File: src/tts_params.svh
// constants of the tachy therapy shock sequencer
// Summary of operation
// - stable fibrillation gets one pacing attempt first
// - normal attempt: charge at once, stop on success
// - early attempt needs option, 16of20, stability, 12of16
// - early attempt: no charge, keep detecting
// - termination after early attempt: no charge, idle
// - persisting fibrillation charges; first shock confirmed
// - four ineffective attempts disable it until follow-up
// - add-stimulus adds one per earlier train; the single train per episode gets none
// - coupling interval before first and second stimulus
// - per-stimulus decrement ramps from second stimulus
// - scan decrement shortens per earlier train; the single train keeps full coupling
// - eight shocks per zone, common shock settings
// - shocks one, two programmable; later ones maximum
// - charge on detected zone with shock programmed
// - confirmation aborts on three of four slow
// - abort while charging stops and dumps energy
// - confirmed fires on tachy interval within 2 s
// - confirmed shock withheld without tachy interval
// - aborted confirmed shock keeps its slot
// - skipped shocks resume from third position
// - unconfirmed syncs to R wave, async after 2 s
// - polarity, waveform options and capped phases
// - both alternate: four-shock polarity/waveform cycle
`ifndef TTS_PARAMS_SVH
`define TTS_PARAMS_SVH
`define TTS_CLK_HZ 50000000
`define TTS_MS_CYC (`TTS_CLK_HZ / 1000)
`define TTS_SYNC_WIN_MS 12'h7D0
`define TTS_MIN_IV_MS 10'h0C8
`define TTS_P1_CAP_MS 5'h17
`define TTS_P2_CAP_MS 5'h11
`define TTS_P2_W2_MS 5'h02
`define TTS_PAUSE_MS 5'h01
`define TTS_MAX_SHOCKS 4'h8
`define TTS_MIN_ENERGY 6'h02
`define TTS_MAX_ENERGY 6'h28
`define TTS_FAIL_LIMIT 3'h4
`endif

File: src/tts_pkg.sv
// types shared by the tachy therapy shock sequencer
package tts_pkg;
  // interval zone classification
  typedef enum logic [1:0] {Z_SLOW = 2'h0, Z_LOW = 2'h1, Z_MID = 2'h2, Z_FIB = 2'h3} tts_zone_t;
  // one classified interval with detection flags
  typedef struct packed {
    logic valid;
    tts_zone_t zone;
    logic fib_det;
    logic tachy_det;
    logic term;
    logic stable;
    logic cnt_met;
    logic fib_12of16;
  } tts_iv_t;
  // programmed therapy settings
  typedef struct packed {
    logic early_opt;
    logic prog_16of20;
    logic confirm_on;
    logic [2:0] shock_en;
    logic pol_rev;
    logic pol_alt;
    logic wav2;
    logic wav_alt;
    logic add_stim;
    logic [3:0] stim_cnt;
    logic [5:0] energy1;
    logic [5:0] energy2;
    logic [9:0] coupling_ms;
    logic [7:0] stim_dec_ms;
    logic [7:0] scan_dec_ms;
  } tts_cfg_t;
  // settings of the shock being fired
  typedef struct packed {
    logic [5:0] energy;
    logic polarity_rev;
    logic wave2;
  } tts_shock_t;
  // sequencer states
  typedef enum logic [2:0] {
    S_IDLE = 3'h0, S_TRAIN = 3'h1, S_EWAIT = 3'h2, S_CHARGE = 3'h3,
    S_SYNC = 3'h4, S_PH1 = 3'h5, S_PAUSE = 3'h6, S_PH2 = 3'h7
  } tts_state_t;
  // count of set bits in a four-bit history
  function automatic logic [2:0] tts_pop4(input logic [3:0] v);
    tts_pop4 = {2'h0, v[0]} + {2'h0, v[1]} + {2'h0, v[2]} + {2'h0, v[3]};
  endfunction : tts_pop4
endpackage : tts_pkg

File: src/tts_train_gen.sv
// pacing train generator with coupling interval and ramp
`timescale 1ns/10ps
`include "tts_params.svh"
module tts_train_gen (
  input wire logic ref_clk_i,
  input wire logic rst_n_i,
  input wire logic ms_tick_i,
  input wire logic start_i,
  input wire logic [4:0] count_i,
  input wire logic [9:0] coupling_i,
  input wire logic [7:0] dec_i,
  output logic pace_o,
  output logic busy_o
);
  logic [9:0] iv_reg; // current stimulus interval
  logic [9:0] timer_reg; // ms left to next stimulus
  logic [4:0] left_reg; // stimuli still to deliver
  logic first_reg; // next stimulus is the first
  logic [10:0] dec_next; // interval after decrement

  // shorten but never below the minimum interval
  always_comb begin
    dec_next = {1'b0, iv_reg} - {3'h0, dec_i};
    if (dec_next[10] || dec_next[9:0] < `TTS_MIN_IV_MS) dec_next = {1'b0, `TTS_MIN_IV_MS};
  end

  // train timing
  always_ff @(posedge ref_clk_i or negedge rst_n_i) begin
    if (!rst_n_i) begin
      iv_reg <= 10'h000;
      timer_reg <= 10'h000;
      left_reg <= 5'h00;
      first_reg <= 1'b0;
      pace_o <= 1'b0;
    end else begin
      pace_o <= 1'b0;
      if (start_i && left_reg == 5'h00) begin
        iv_reg <= coupling_i; // first stimulus after coupling interval
        timer_reg <= coupling_i;
        left_reg <= count_i;
        first_reg <= 1'b1;
      end else if (left_reg != 5'h00 && ms_tick_i) begin
        if (timer_reg <= 10'h001) begin
          pace_o <= 1'b1;
          left_reg <= left_reg - 5'h01;
          first_reg <= 1'b0;
          if (first_reg) begin
            timer_reg <= iv_reg; // second follows at same interval
          end else begin
            iv_reg <= dec_next[9:0]; // ramp from second stimulus on
            timer_reg <= dec_next[9:0];
          end
        end else begin
          timer_reg <= timer_reg - 10'h001;
        end
      end
    end
  end
  assign busy_o = (left_reg != 5'h00);

  a_train_floor: assert property (@(posedge ref_clk_i) disable iff (!rst_n_i)
    busy_o && !first_reg |-> iv_reg >= `TTS_MIN_IV_MS) else $error("train interval under floor");
endmodule : tts_train_gen

File: src/tts_confirm.sv
// three-of-four slow interval abort detector
`timescale 1ns/10ps
module tts_confirm (
  input wire logic ref_clk_i,
  input wire logic rst_n_i,
  input wire logic clr_i,
  input wire logic iv_valid_i,
  input wire logic slow_i,
  output logic abort_o
);
  logic [3:0] hist_reg; // last four intervals, one means slow
  logic [2:0] seen_reg; // intervals seen, saturates at four

  // history of intervals during charging
  always_ff @(posedge ref_clk_i or negedge rst_n_i) begin
    if (!rst_n_i) begin
      hist_reg <= 4'h0;
      seen_reg <= 3'h0;
    end else if (clr_i) begin
      hist_reg <= 4'h0;
      seen_reg <= 3'h0;
    end else if (iv_valid_i) begin
      hist_reg <= {hist_reg[2:0], slow_i};
      if (seen_reg != 3'h4) seen_reg <= seen_reg + 3'h1;
    end
  end
  // abort on three slow out of four consecutive
  assign abort_o = (tts_pkg::tts_pop4(hist_reg) >= 3'h3) && (seen_reg >= 3'h3);

  a_abort_count: assert property (@(posedge ref_clk_i) disable iff (!rst_n_i)
    clr_i |=> !abort_o) else $error("abort right after a clear");
endmodule : tts_confirm

File: src/tts_sequencer.sv
// tachy therapy sequencer: pacing attempt, charge, confirm and fire
`timescale 1ns/10ps
`include "tts_params.svh"
module tts_sequencer #(
  parameter int MS_CYC = `TTS_MS_CYC,
  parameter logic [11:0] SYNC_WIN_MS = `TTS_SYNC_WIN_MS,
  parameter logic [3:0] MAX_SHOCKS = `TTS_MAX_SHOCKS
) (
  input wire logic ref_clk_i,
  input wire logic rst_n_i,
  input wire tts_pkg::tts_iv_t iv_i, // one classification per interval
  input wire tts_pkg::tts_cfg_t cfg_i,
  input wire logic followup_i, // follow-up session pulse
  input wire logic charge_done_i, // capacitors reached target
  input wire logic phase_end_i, // cut-off voltage reached in a phase
  output logic pace_o,
  output logic charge_o,
  output logic dump_o,
  output logic fire_o,
  output logic [1:0] phase_o,
  output tts_pkg::tts_shock_t shock_o,
  output logic event_o,
  output logic attempt_off_o
);
  //////////////////////////////////////////////////////////////////////////
  tts_pkg::tts_state_t state_reg; // sequencer state
  logic [15:0] ms_cnt_reg; // cycle divider for the ms tick
  logic ms_tick; // one-cycle ms pulse
  logic [11:0] tmr_reg; // ms timer of sync window and phases
  logic early_reg; // current attempt is the early variant
  logic attempt_used_reg; // attempt already tried this episode
  logic force_conf_reg; // next shock confirms regardless of setting
  logic success_reg; // attempt ended the rhythm
  logic [2:0] fail_reg; // consecutive ineffective attempts
  logic [3:0] slot_reg; // next shock position in zone
  logic skipped_reg; // a confirmed shock was aborted
  logic [1:0] alt_reg; // alternation step of polarity/waveform
  logic [3:0] train_no_reg; // trains delivered this episode
  tts_pkg::tts_zone_t zone_reg; // zone of current shock therapy
  logic conf_act; // confirmation active for this shock
  logic abort; // confirmation abort criterion
  logic train_start;
  logic train_busy;
  logic [4:0] train_cnt;
  logic [10:0] coup_sub;
  logic [9:0] train_coup;
  logic tachy_iv; // interval within a tachy zone
  logic zone_shock; // shock programmed for detected zone
  logic attempt_ok; // pacing attempt allowed now
  logic early_ok; // early variant conditions
  logic shock_req; // detection calls for a shock
  logic [5:0] energy_sel;

  //////////////////////////////////////////////////////////////////////////
  // helpers
  function automatic logic [5:0] tts_clip_e(input logic [5:0] e);
    tts_clip_e = (e < `TTS_MIN_ENERGY) ? `TTS_MIN_ENERGY : (e > `TTS_MAX_ENERGY) ? `TTS_MAX_ENERGY : e;
  endfunction : tts_clip_e

  // one millisecond tick
  always_ff @(posedge ref_clk_i or negedge rst_n_i) begin
    if (!rst_n_i) begin
      ms_cnt_reg <= 16'h0000;
    end else if (ms_cnt_reg == 16'(MS_CYC - 1)) begin
      ms_cnt_reg <= 16'h0000;
    end else begin
      ms_cnt_reg <= ms_cnt_reg + 16'h0001;
    end
  end
  assign ms_tick = (ms_cnt_reg == 16'(MS_CYC - 1));

  //////////////////////////////////////////////////////////////////////////
  // decision terms
  assign tachy_iv = iv_i.valid && (iv_i.zone != tts_pkg::Z_SLOW);
  assign zone_shock = (iv_i.zone != tts_pkg::Z_SLOW) && cfg_i.shock_en[iv_i.zone - 2'h1];
  assign shock_req = iv_i.valid && (iv_i.fib_det || iv_i.tachy_det) && iv_i.cnt_met && zone_shock
                     && slot_reg < MAX_SHOCKS; // budget of eight
  // early variant: option, 16 of 20, stability, 12 of 16
  assign early_ok = cfg_i.early_opt && cfg_i.prog_16of20 && iv_i.stable && iv_i.fib_12of16;
  // attempt only on fibrillation and stability, once
  assign attempt_ok = iv_i.valid && !attempt_off_o && !attempt_used_reg && iv_i.zone == tts_pkg::Z_FIB
                      && iv_i.stable && (cfg_i.early_opt ? early_ok : iv_i.fib_det);
  assign conf_act = cfg_i.confirm_on || force_conf_reg;
  // train length and coupling for successive trains
  assign train_cnt = {1'b0, cfg_i.stim_cnt} + (cfg_i.add_stim ? {1'b0, train_no_reg} : 5'h00);
  assign coup_sub = {1'b0, cfg_i.coupling_ms} - 11'(cfg_i.scan_dec_ms * train_no_reg);
  assign train_coup = (coup_sub[10] || coup_sub[9:0] < `TTS_MIN_IV_MS) ? `TTS_MIN_IV_MS : coup_sub[9:0];
  assign train_start = (state_reg == tts_pkg::S_IDLE) && attempt_ok;

  tts_train_gen u_train (
    .ref_clk_i(ref_clk_i),
    .rst_n_i(rst_n_i),
    .ms_tick_i(ms_tick),
    .start_i(train_start),
    .count_i(train_cnt),
    .coupling_i(train_coup),
    .dec_i(cfg_i.stim_dec_ms),
    .pace_o(pace_o),
    .busy_o(train_busy)
  );

  tts_confirm u_conf (
    .ref_clk_i(ref_clk_i),
    .rst_n_i(rst_n_i),
    .clr_i(state_reg != tts_pkg::S_CHARGE),
    .iv_valid_i(iv_i.valid && conf_act), // no evaluation without confirmation
    .slow_i(iv_i.zone == tts_pkg::Z_SLOW),
    .abort_o(abort)
  );

  //////////////////////////////////////////////////////////////////////////
  // main sequence
  always_ff @(posedge ref_clk_i or negedge rst_n_i) begin
    if (!rst_n_i) begin
      state_reg <= tts_pkg::S_IDLE;
      tmr_reg <= 12'h000;
      early_reg <= 1'b0;
      force_conf_reg <= 1'b0;
      success_reg <= 1'b0;
      zone_reg <= tts_pkg::Z_SLOW;
    end else begin
      case (state_reg)
        tts_pkg::S_IDLE: begin
          success_reg <= 1'b0;
          if (attempt_ok) begin
            early_reg <= cfg_i.early_opt; // attempt precedes any shock
            state_reg <= tts_pkg::S_TRAIN;
          end else if (shock_req) begin
            zone_reg <= iv_i.zone;
            state_reg <= tts_pkg::S_CHARGE; // charge on detection
          end
        end
        tts_pkg::S_TRAIN: begin
          if (!train_busy && !train_start) begin
            force_conf_reg <= 1'b1; // shock after attempt is confirmed
            zone_reg <= tts_pkg::Z_FIB;
            // early keeps detecting, normal charges at once
            state_reg <= early_reg ? tts_pkg::S_EWAIT : tts_pkg::S_CHARGE;
          end
        end
        tts_pkg::S_EWAIT: begin
          if (iv_i.valid && iv_i.term) begin
            success_reg <= 1'b1;
            force_conf_reg <= 1'b0;
            state_reg <= tts_pkg::S_IDLE; // stay uncharged, no therapy
          end else if (iv_i.valid && iv_i.fib_det && iv_i.cnt_met) begin
            state_reg <= tts_pkg::S_CHARGE; // persisting fibrillation
          end
        end
        tts_pkg::S_CHARGE: begin
          tmr_reg <= 12'h000;
          if (!early_reg && force_conf_reg && iv_i.valid && iv_i.term) begin
            success_reg <= 1'b1; // attempt worked: interrupt charge
            force_conf_reg <= 1'b0;
            state_reg <= tts_pkg::S_IDLE;
          end else if (conf_act && abort) begin
            force_conf_reg <= 1'b0;
            state_reg <= tts_pkg::S_IDLE; // stop early and dump
          end else if (charge_done_i) begin
            state_reg <= tts_pkg::S_SYNC;
          end
        end
        tts_pkg::S_SYNC: begin
          if (ms_tick) tmr_reg <= tmr_reg + 12'h001;
          if (conf_act ? tachy_iv : iv_i.valid) begin
            tmr_reg <= 12'h000;
            state_reg <= tts_pkg::S_PH1; // fire on tachy interval or R wave
          end else if (tmr_reg >= SYNC_WIN_MS) begin
            tmr_reg <= 12'h000;
            // confirmed: inhibit; unconfirmed: fire asynchronously
            state_reg <= conf_act ? tts_pkg::S_IDLE : tts_pkg::S_PH1;
          end
          if (conf_act && (tachy_iv || tmr_reg >= SYNC_WIN_MS)) force_conf_reg <= 1'b0;
        end
        tts_pkg::S_PH1: begin
          if (ms_tick) tmr_reg <= tmr_reg + 12'h001;
          if (phase_end_i || tmr_reg >= {7'h00, `TTS_P1_CAP_MS}) begin
            tmr_reg <= 12'h000;
            state_reg <= tts_pkg::S_PAUSE; // first phase capped
          end
        end
        tts_pkg::S_PAUSE: begin
          if (ms_tick) tmr_reg <= tmr_reg + 12'h001;
          if (tmr_reg >= {7'h00, `TTS_PAUSE_MS}) begin
            tmr_reg <= 12'h000;
            state_reg <= tts_pkg::S_PH2;
          end
        end
        tts_pkg::S_PH2: begin
          if (ms_tick) tmr_reg <= tmr_reg + 12'h001;
          // second phase capped, fixed for second waveform
          if ((!shock_o.wave2 && phase_end_i)
              || tmr_reg >= {7'h00, shock_o.wave2 ? `TTS_P2_W2_MS : `TTS_P2_CAP_MS}) begin
            tmr_reg <= 12'h000;
            state_reg <= tts_pkg::S_IDLE;
          end
        end
        default: begin
          state_reg <= tts_pkg::S_IDLE;
        end
      endcase
    end
  end

  //////////////////////////////////////////////////////////////////////////
  // episode bookkeeping: attempt use, train count, shock slots
  always_ff @(posedge ref_clk_i or negedge rst_n_i) begin
    if (!rst_n_i) begin
      attempt_used_reg <= 1'b0;
      train_no_reg <= 4'h0;
      slot_reg <= 4'h0;
      skipped_reg <= 1'b0;
    end else if (state_reg == tts_pkg::S_IDLE && iv_i.valid && iv_i.term) begin
      attempt_used_reg <= 1'b0; // episode over
      train_no_reg <= 4'h0;
      slot_reg <= 4'h0;
      skipped_reg <= 1'b0;
    end else begin
      if (train_start) begin
        attempt_used_reg <= 1'b1;
        train_no_reg <= train_no_reg + 4'h1;
      end
      // aborted confirmed shock keeps its slot but marks the skip
      if ((state_reg == tts_pkg::S_CHARGE && conf_act && abort)
          || (state_reg == tts_pkg::S_SYNC && conf_act && !tachy_iv && tmr_reg >= SYNC_WIN_MS)) begin
        skipped_reg <= 1'b1;
      end
      // after a skip, resume from the third position
      if (state_reg == tts_pkg::S_IDLE && shock_req && skipped_reg && slot_reg < 4'h2) begin
        slot_reg <= 4'h2;
        skipped_reg <= 1'b0;
      end
      if (fire_o) slot_reg <= slot_reg + 4'h1;
    end
  end

  //////////////////////////////////////////////////////////////////////////
  // attempt effectiveness and auto-disable
  always_ff @(posedge ref_clk_i or negedge rst_n_i) begin
    if (!rst_n_i) begin
      fail_reg <= 3'h0;
      attempt_off_o <= 1'b0;
    end else begin
      if (followup_i) begin
        fail_reg <= 3'h0;
        attempt_off_o <= 1'b0; // re-enabled at follow-up
      end else if (success_reg) begin
        fail_reg <= 3'h0;
      end
      // a miss in the cycle of a follow-up still counts: the set wins
      if (fire_o && force_conf_reg == 1'b0 && slot_reg == 4'h0 && attempt_used_reg && !success_reg) begin
        fail_reg <= fail_reg + 3'h1;
        if (fail_reg == `TTS_FAIL_LIMIT - 3'h1) attempt_off_o <= 1'b1; // four misses disable
      end
    end
  end

  //////////////////////////////////////////////////////////////////////////
  // shock energy and alternation
  always_comb begin
    case (slot_reg)
      4'h0: energy_sel = tts_clip_e(cfg_i.energy1); // programmable first
      4'h1: energy_sel = tts_clip_e(cfg_i.energy2); // programmable second
      default: energy_sel = `TTS_MAX_ENERGY; // later ones at maximum
    endcase
  end

  // alternation step advances with each delivered shock
  always_ff @(posedge ref_clk_i or negedge rst_n_i) begin
    if (!rst_n_i) begin
      alt_reg <= 2'h0;
    end else if (state_reg == tts_pkg::S_IDLE && iv_i.valid && iv_i.term) begin
      alt_reg <= 2'h0;
    end else if (fire_o) begin
      alt_reg <= alt_reg + 2'h1; // wraps after the fourth shock
    end
  end

  // latched shock settings, common per zone
  always_ff @(posedge ref_clk_i or negedge rst_n_i) begin
    if (!rst_n_i) begin
      shock_o <= '0;
    end else if (state_reg == tts_pkg::S_CHARGE) begin
      shock_o.energy <= energy_sel;
      shock_o.polarity_rev <= cfg_i.pol_rev ^ (cfg_i.pol_alt & alt_reg[0]);
      // both alternating: waveform flips every second shock
      shock_o.wave2 <= cfg_i.wav2 ^ (cfg_i.wav_alt & (cfg_i.pol_alt ? alt_reg[1] : alt_reg[0]));
    end
  end

  //////////////////////////////////////////////////////////////////////////
  // output strobes
  always_ff @(posedge ref_clk_i or negedge rst_n_i) begin
    if (!rst_n_i) begin
      fire_o <= 1'b0;
      dump_o <= 1'b0;
      event_o <= 1'b0;
    end else begin
      fire_o <= (state_reg == tts_pkg::S_SYNC) && ((conf_act ? tachy_iv : iv_i.valid)
                || (!conf_act && tmr_reg >= SYNC_WIN_MS));
      // dump on abort or on successful attempt
      dump_o <= (state_reg == tts_pkg::S_CHARGE) && ((conf_act && abort)
                || (!early_reg && force_conf_reg && iv_i.valid && iv_i.term));
      // abort, inhibit, async fire, auto-disable
      event_o <= ((state_reg == tts_pkg::S_CHARGE) && conf_act && abort)
                 || ((state_reg == tts_pkg::S_SYNC) && !(conf_act ? tachy_iv : iv_i.valid)
                     && tmr_reg >= SYNC_WIN_MS)
                 || (fire_o && fail_reg == `TTS_FAIL_LIMIT - 3'h1 && !attempt_off_o
                     && !force_conf_reg && slot_reg == 4'h0 && attempt_used_reg && !success_reg);
    end
  end
  assign charge_o = (state_reg == tts_pkg::S_CHARGE);
  assign phase_o = (state_reg == tts_pkg::S_PH1) ? 2'h1 : (state_reg == tts_pkg::S_PH2) ? 2'h2 : 2'h0;

  //////////////////////////////////////////////////////////////////////////
  // checks
  a_early_nocharge: assert property (@(posedge ref_clk_i) disable iff (!rst_n_i)
    state_reg == tts_pkg::S_EWAIT && !(iv_i.valid && iv_i.fib_det && iv_i.cnt_met) |=> !charge_o)
    else $error("charging while early wait");
  a_term_idle: assert property (@(posedge ref_clk_i) disable iff (!rst_n_i)
    state_reg == tts_pkg::S_EWAIT && iv_i.valid && iv_i.term |=> state_reg == tts_pkg::S_IDLE && !charge_o)
    else $error("therapy after termination");
  a_first_confirmed: assert property (@(posedge ref_clk_i) disable iff (!rst_n_i)
    state_reg == tts_pkg::S_TRAIN && !train_busy |=> conf_act) else $error("shock after attempt not confirmed");
  a_train_then_charge: assert property (@(posedge ref_clk_i) disable iff (!rst_n_i)
    $fell(train_busy) && !early_reg |=> charge_o) else $error("no charge after attempt");
  a_abort_dumps: assert property (@(posedge ref_clk_i) disable iff (!rst_n_i)
    charge_o && conf_act && abort |=> dump_o && !charge_o && event_o) else $error("abort not dumped");
  a_late_energy: assert property (@(posedge ref_clk_i) disable iff (!rst_n_i)
    fire_o && slot_reg >= 4'h2 |-> shock_o.energy == `TTS_MAX_ENERGY) else $error("late shock not max");
  a_sync_window: assert property (@(posedge ref_clk_i) disable iff (!rst_n_i)
    state_reg == tts_pkg::S_SYNC |-> tmr_reg <= SYNC_WIN_MS) else $error("sync window overrun");
  a_conf_inhibit: assert property (@(posedge ref_clk_i) disable iff (!rst_n_i)
    state_reg == tts_pkg::S_SYNC && conf_act && !tachy_iv && tmr_reg >= SYNC_WIN_MS
    |=> !fire_o && event_o && state_reg == tts_pkg::S_IDLE) else $error("confirmed shock not withheld");
  a_async_fire: assert property (@(posedge ref_clk_i) disable iff (!rst_n_i)
    state_reg == tts_pkg::S_SYNC && !conf_act && !iv_i.valid && tmr_reg >= SYNC_WIN_MS |=> fire_o && event_o)
    else $error("no async shock");
  a_slot_kept: assert property (@(posedge ref_clk_i) disable iff (!rst_n_i)
    dump_o |-> $stable(slot_reg)) else $error("aborted shock used a slot");
  a_budget: assert property (@(posedge ref_clk_i) disable iff (!rst_n_i)
    fire_o |-> slot_reg < MAX_SHOCKS) else $error("shock beyond zone budget");
  a_alt_cycle: assert property (@(posedge ref_clk_i) disable iff (!rst_n_i)
    fire_o && alt_reg == 2'h3 |=> alt_reg == 2'h0) else $error("alternation did not restart");
endmodule : tts_sequencer

File: config.mk
export PLATFORM = sky130hd
export DESIGN_NAME = tts_sequencer
export DESIGN_NICKNAME = d
export VERILOG_FILES = /design/src/tts_pkg.sv /design/src/tts_train_gen.sv /design/src/tts_confirm.sv /design/src/tts_sequencer.sv
export VERILOG_INCLUDE_DIRS = /design/src
export SDC_FILE = /design/constraint.sdc
export NUM_CORES = 1
export LEC_CHECK = 0
export ABC_AREA = 1
export ABC_CLOCK_PERIOD_IN_PS = 4550
export BUFFER_PORTS_ARGS = -buffer_cell sky130_fd_sc_hd__buf_2
export CORE_ASPECT_RATIO = 1.5
export CORE_MARGIN = 4
export CORE_UTILIZATION = 40
export DETAILED_ROUTE_END_ITERATION = 8
export SYNTH_ARGS = -nofsm -noshare
export SYNTH_HDL_FRONTEND = slang
export SYNTH_HIERARCHICAL = 1
export SYNTH_SLANG_ARGS = --single-unit
File: constraint.sdc
create_clock -name ref_clk_i -period 4.55 [get_ports ref_clk_i]
set_input_delay 0.2275 -clock ref_clk_i [delete_from_list [all_inputs] [get_ports ref_clk_i]]
set_output_delay 0.2275 -clock ref_clk_i [all_outputs]
set_load 0.01 [all_outputs]
=== Yosys cells after proc, flatten, opt, wreduce, memory -nomap -nowiden ===
Cells that the tools add are included.

* $lt $le $gt $ge: 16
* Reduce and logical (&&, ||, !) cells: 101
* Add/sub/neg operators: 16
* Muxes and demuxes: 88
* Equality and inequality tests: 25
* Bitwise operators: 5
* Multiply operators: 1

{| class="wikitable"
|+ Operator list
! cell !! number
|-
| 10-bit two-way mux || 9
|-
| 12-bit two-way mux || 6
|-
| 3-bit two-way mux || 20
|-
| 12-bit one-hot mux with 5 select lines || 1
|-
| 1-bit logical AND || 54
|-
| 4-bit two-way mux || 8
|-
| 1-bit two-way mux || 26
|-
| 6-bit two-way mux || 4
|-
| 3-bit one-hot mux with 8 select lines || 1
|-
| 10-bit by 8-bit less-than comparator with 1-bit output, second input constant || 2
|-
| 5-bit two-way mux || 4
|-
| 16-bit by 1-bit adder with 16-bit output, second input constant || 1
|-
| 16-bit == test, second input constant || 1
|-
| 16-bit two-way mux || 1
|-
| 2-bit nonzero test || 7
|-
| 12-bit by 1-bit adder with 12-bit output, second input constant || 1
|-
| 3-bit == test, second input constant || 4
|-
| 12-bit by 1-bit >= comparator with 1-bit output, second input constant || 1
|-
| 12-bit by 11-bit >= comparator with 1-bit output, second input constant || 1
|-
| 12-bit by 5-bit >= comparator with 1-bit output || 1
|-
| 12-bit by 5-bit >= comparator with 1-bit output, second input constant || 1
|-
| 6-bit greater-than comparator, second input constant || 2
|-
| 1-bit logical OR || 12
|-
| 6-bit by 2-bit less-than comparator with 1-bit output, second input constant || 2
|-
| other kinds (47) || 82
|}

* Bits in registers: 95
* Input bits: 67
* Word-level logic and storage cells: 278
* Output and inout port bits: 16

=== Logic depth before layout (Yosys ltp) ===
* Word-level depth: 12
* Depth in mapped cells: 24
* Mapped depth without buffers: 23

=== Hierarchy ===
The synthesis kept the hierarchy.

{| class="wikitable"
|+ By module, submodules not included
! module !! times used !! cells each !! area an instance (µm²) !! seq. area each (µm²)
|-
| tts_sequencer || 1 || 822 || 5,674.2 || 1,526.5
|-
| tts_train_gen || 1 || 375 || 2,433.6 || 675.6
|-
| tts_confirm || 1 || 53 || 436.7 || 175.2
|}

=== Least setup slack after synthesis ===
No wires, ideal clock.

* Kind: reg2reg
* Start point: register train_no_reg[2]
* End point: register u_train.timer_reg[2]
* Path buffers: 1
* Cell stages (with the launch flop): 23
* Clock period less this slack: 3.904 ns
* Arrival: 3.786 ns
* Library setup time: 0.118 ns
* Data required time: 4.432 ns
* Slack: 0.646 ns
* Cell sequence: dfrtp_1 clkbuf_1 nand2_1 fa_1 inv_1 fa_1 fa_1 inv_1 ha_1 a21oi_1 nor2_1 nor2_1 nand2_1 nand2_1 nand2_1 nor2_1 nand2_2 nand2_4 nor2_1 nand2_1 nand2_1 a21oi_1 nor2_1

* Longest elaborated chain between the ends: 6

{| class="wikitable"
|+ Ends and longest elaborated chain
! element !! RTL line !! text
|-
| start, declared || tts_sequencer.sv:38 || <nowiki>logic [3:0] train_no_reg;</nowiki>
|-
| start signal, assigned || tts_sequencer.sv:221 || <nowiki>train_no_reg <= train_no_reg + 4'h1;</nowiki>
|-
| 8-bit by 4-bit multiplier with 11-bit output * || tts_sequencer.sv:86 || <nowiki>assign coup_sub = {1'b0, cfg_i.coupling_ms} - 11'(cfg_i.scan_dec_ms * train_no_reg);</nowiki>
|-
| 10-bit by 11-bit subtractor with 11-bit output * || tts_sequencer.sv:86 ||
|-
| 10-bit by 8-bit less-than comparator with 1-bit output (no line) || -- ||
|-
| 1-bit logical OR (no line) || -- ||
|-
| 10-bit two-way mux * || tts_sequencer.sv:87 || <nowiki>assign train_coup = (coup_sub[10] || coup_sub[9:0] < `TTS_MIN_IV_MS) ? `TTS_MIN_IV_MS : coup_sub[9:0];</nowiki>
|-
| net train_coup[2] || tts_sequencer.sv:46 || <nowiki>logic [9:0] train_coup;</nowiki>
|-
| 10-bit two-way mux * || tts_train_gen.sv:37 || <nowiki>if (start_i && left_reg == 5'h00) begin</nowiki>
|-
| end signal, assigned || tts_train_gen.sv:39 || <nowiki>timer_reg <= coupling_i;</nowiki>
|-
| end signal, assigned || tts_train_gen.sv:48 || <nowiki>timer_reg <= iv_reg;</nowiki>
|-
| end signal, assigned || tts_train_gen.sv:51 || <nowiki>timer_reg <= dec_next[9:0];</nowiki>
|-
| end, declared || tts_train_gen.sv:16 || <nowiki>logic [9:0] timer_reg;</nowiki>
|}

Mark *: on every way through the listed nets, which the timed path passes. The rest lies on a longest branch.
A chain may end at the register's enable or synchronous reset.

=== Final worst setup path ===
* Start point: register train_no_reg[3]
* End point: register u_train.timer_reg[4]

Same word-level chain as after synthesis.

==> metrics.md <==
| Metric | Value |
|---|---|
| Status | `complete, but fails checks` |
| Failing checks | `hold timing` |
| Fill cell count | `2190` |
| Hold Path Class | `input port to asynchronous set/reset pin` |
| Peak VDD IR | `162.9 uV` |
| Initial DRT Pass Iterations | `5` |
| Die Wd | `127.3 um` |
| Final Hold Fails | `31` |
| Min Hold Slack | `-0.02086 ns` |
| Initial DRC count | `326` |
| H-Tree Depth | `3` |
| Vias in the first global route | `7924` |
| Num rows | `65` |
| CTS sink count | `95` |
| Max reg flops | `16` |
| Endpoints failing setup | `0` |
| First-pass GRT wire length | `37080 um` |
| Fraction of registers with async set/reset | `100.0%` |
| Top_reg_cell synth | `dfrtp_1` |
| Core area | `21060 um^2` |
| Total number of vias | `7879` |
| DRC violation count after routing | `0` |
| Post-synth EDFFs | `0` |
| Fin Setup TNS | `0 ns` |
| Post-CTS setup buffers | `0` |
| Max-slew headroom | `43.35%` |
| Critical Path AT | `4.45 ns` |
| Crit-path cells | `nand2_1 > fa_1 > inv_1 > fa_1 > fa_1 > inv_1 > ha_1 > a21oi_1 > o21ai_0 > nand2_1 > nand3_1 > nand2_1 > nand2_1 > inv_1 > nand2_4 > nor2_1 > nand2_1 > nand2_1 > inv_1 > a21oi_1` |
| Syn Area/Cell | `6.836 um^2` |
| Max-slew violation count | `0` |
| Leakage Power | `5.128 nW` |
| Sequential share of the synthesized area | `27.82%` |
| Total track usage | `18.79%` |
| Worst Clk Skew | `0.008511 ns` |
| Least-Margin Pin Slew | `0.8497 ns` |
| Most frequent cells in the layout | `nand2_1 (326), inv_1 (230), nor2_1 (126)` |
| Commonest non-fill, non-tap cell in the layout | `nand2_1` |
| Diode count | `0` |
| Clk slew on worst S/H paths | `0.07 ns` |
| Clk Latency, worst-skew pair | `0.35 ns` |
| PwrDens | `218.5 nW/um^2` |
| RePlAce Congestion | `0.8785` |
| Critical path class | `flop to flop` |
| Post-Route WL | `21550 um` |
| Die Y | `187 um` |
| Initial Util | `40.56%` |
| CTS Hold Bufs | `0` |
| Largest net degree at the start of global routing | `64` |
| Die ar. | `23810 um^2` |
| RSZ-0062 raised after global routing | `no` |
| CTS root buf | `clkbuf_16` |
| GRT overflow | `0` |
| Synth-to-Final Area Change | `10.84%` |
| Layout cell share with drive strength beyond 1 | `13.91%` |
| Mapped cell area | `8544 um^2` |
| Final Non-Filler Cells | `1598` |
| Minimum clock period | `4.167 ns` |
| Most frequent CP cell | `nand2_1` |
| IO Port Bufs | `82` |
| Synth warn | `6` |
| Depth of the most critical reg-to-reg path | `20` |
| Synthesized flop and latch total | `95` |
| Max-Cap Viols | `0` |
| Post-DP HPWL | `17370 um` |
| Largest stage delay on the critical path | `0.54 ns` |
| Slowest CP cell | `fa_1` |
| # IOs | `83` |
| Crit path capture type | `flop` |
| Final net count | `1468` |
| CTS tree | `yes` |
| Maximum fanout along the worst path | `10` |
| Worst slack, placed | `0.3698 ns` |
| Slack of the critical path | `0.3834 ns` |
| Synth unique cells | `49` |
| Final Cycle Share | `91.57%` |
| Post-route ant nets | `0` |
| Max frequency | `240.0 MHz` |
| Synthesized Nets | `1393` |
| Via-to-Cell Ratio | `4.931` |
| Mapped Cells | `1250` |
| Required @ worst endpoint | `4.83 ns` |
| Max clock buf depth | `2` |
| Startpoint types | `flop` |
| Post-layout util | `44.96%` |
| Cts bufs inserted | `9` |
| Initial antenna violation count | `0` |
| DR WL/cell | `13.49 um` |
| Dpl cells | `1582` |
## layout make-up
cell class | count | area [um^2] | share of cell area, %
Multi-Input combinational cell | 889 | 5115 | 54.01
Inverter | 246 | 930.9 | 9.830
Clock inverter | 7 | 56.30 | 0.5945
Tap cell | 268 | 335.3 | 3.541
Timing Repair Buffer | 84 | 427.9 | 4.518
Sequential cell | 95 | 2380 | 25.13
Clock buffer | 9 | 225.2 | 2.378
## power breakdown
part           internal (mW)  leakage, nW  switching [mW]
clock network          0.378        0.130           0.363
logic                  0.170         3.84           0.309
registers              0.846         1.16         0.00424
## worst max-delay path, delay by kind of cell, from the launching register on
kind	cells	cell delay (ns)
AO/OA/AOI/OAI	3	0.57
AND/OR/NAND/NOR	9	0.84
buffers and inverters	4	0.28
flip-flops	1	0.51
adder cells (fa/ha/maj)	4	1.90
## final timing paths
check / slack [ns] / endpoint / startpoint
setup / recovery: 0.38 / u_train/timer_reg[4] / train_no_reg[3]
hold / removal: -0.02 / ms_cnt_reg[3] / rst_n_i
setup reg to reg: 0.38 / u_train/timer_reg[4] / train_no_reg[3]
hold reg to reg: 0.49 / shock_o[1] / shock_o[1]
max in group asynchronous: 3.55 / train_no_reg[1] / rst_n_i
min in group ref_clk_i: 0.08 / attempt_off_o / followup_i
## through the flow
step	area [um^2]	power [mW]	hold WS [ns]
2_1_floorplan	8544	1.206	-0.06809
3_3_place_gp	9186	1.350	0.4029
3_5_place_dp	9186	1.352	0.3985
4_1_cts	9468	2.097	0.02391
5_1_grt	9470	2.203	0.06020
6_report	9470	2.070	-0.02086
## metal layers
metal | up-vias | share of wire [%] | routed length, um | global-route usage, %
met1 | 3641 | 41 | 8828 | 21.30
met4 | 0 | 2.4 | 513 | 6.152
li1 | 4064 | - | - | -
met3 | 36 | 3.0 | 653 | 2.714
met2 | 138 | 54 | 11560 | 35.42
met5 | - | 0 | 0 | 0
## synthesized netlist by cell type (13+ instances only)
cell type	n	area, um^2
nor2_1	126	473.0
nand4_1	25	156.4
o21ai_0	48	240.2
nand2_1	326	1224
ha_1	53	663.1
nor2_2	15	93.84
a21oi_1	46	230.2
xor2_1	19	166.4
inv_1	230	863.3
nand3_1	80	400.4
o21ai_1	13	65.06
inv_2	14	52.55
dfrtp_1	95	2377
fa_1	23	460.4
## what timing repair did
| action | CTS | global route |
|---|---|---|
| endpoints found under the hold margin | 0 | 0 |
| gates resized for setup | 0 | 2 |
| endpoints found under the setup margin | 0 | 3 |
## cell families after synthesis
| logic type | share of synthesized area (%) |
|---|---|
| compound gates | 10.40 |
| xor+xnor | 2.973 |
| fa+ha+maj | 13.15 |
| buf+inv | 12.32 |
| flops | 27.82 |
| simple gates | 33.34 |
Power figures use the tool's default switching activity.
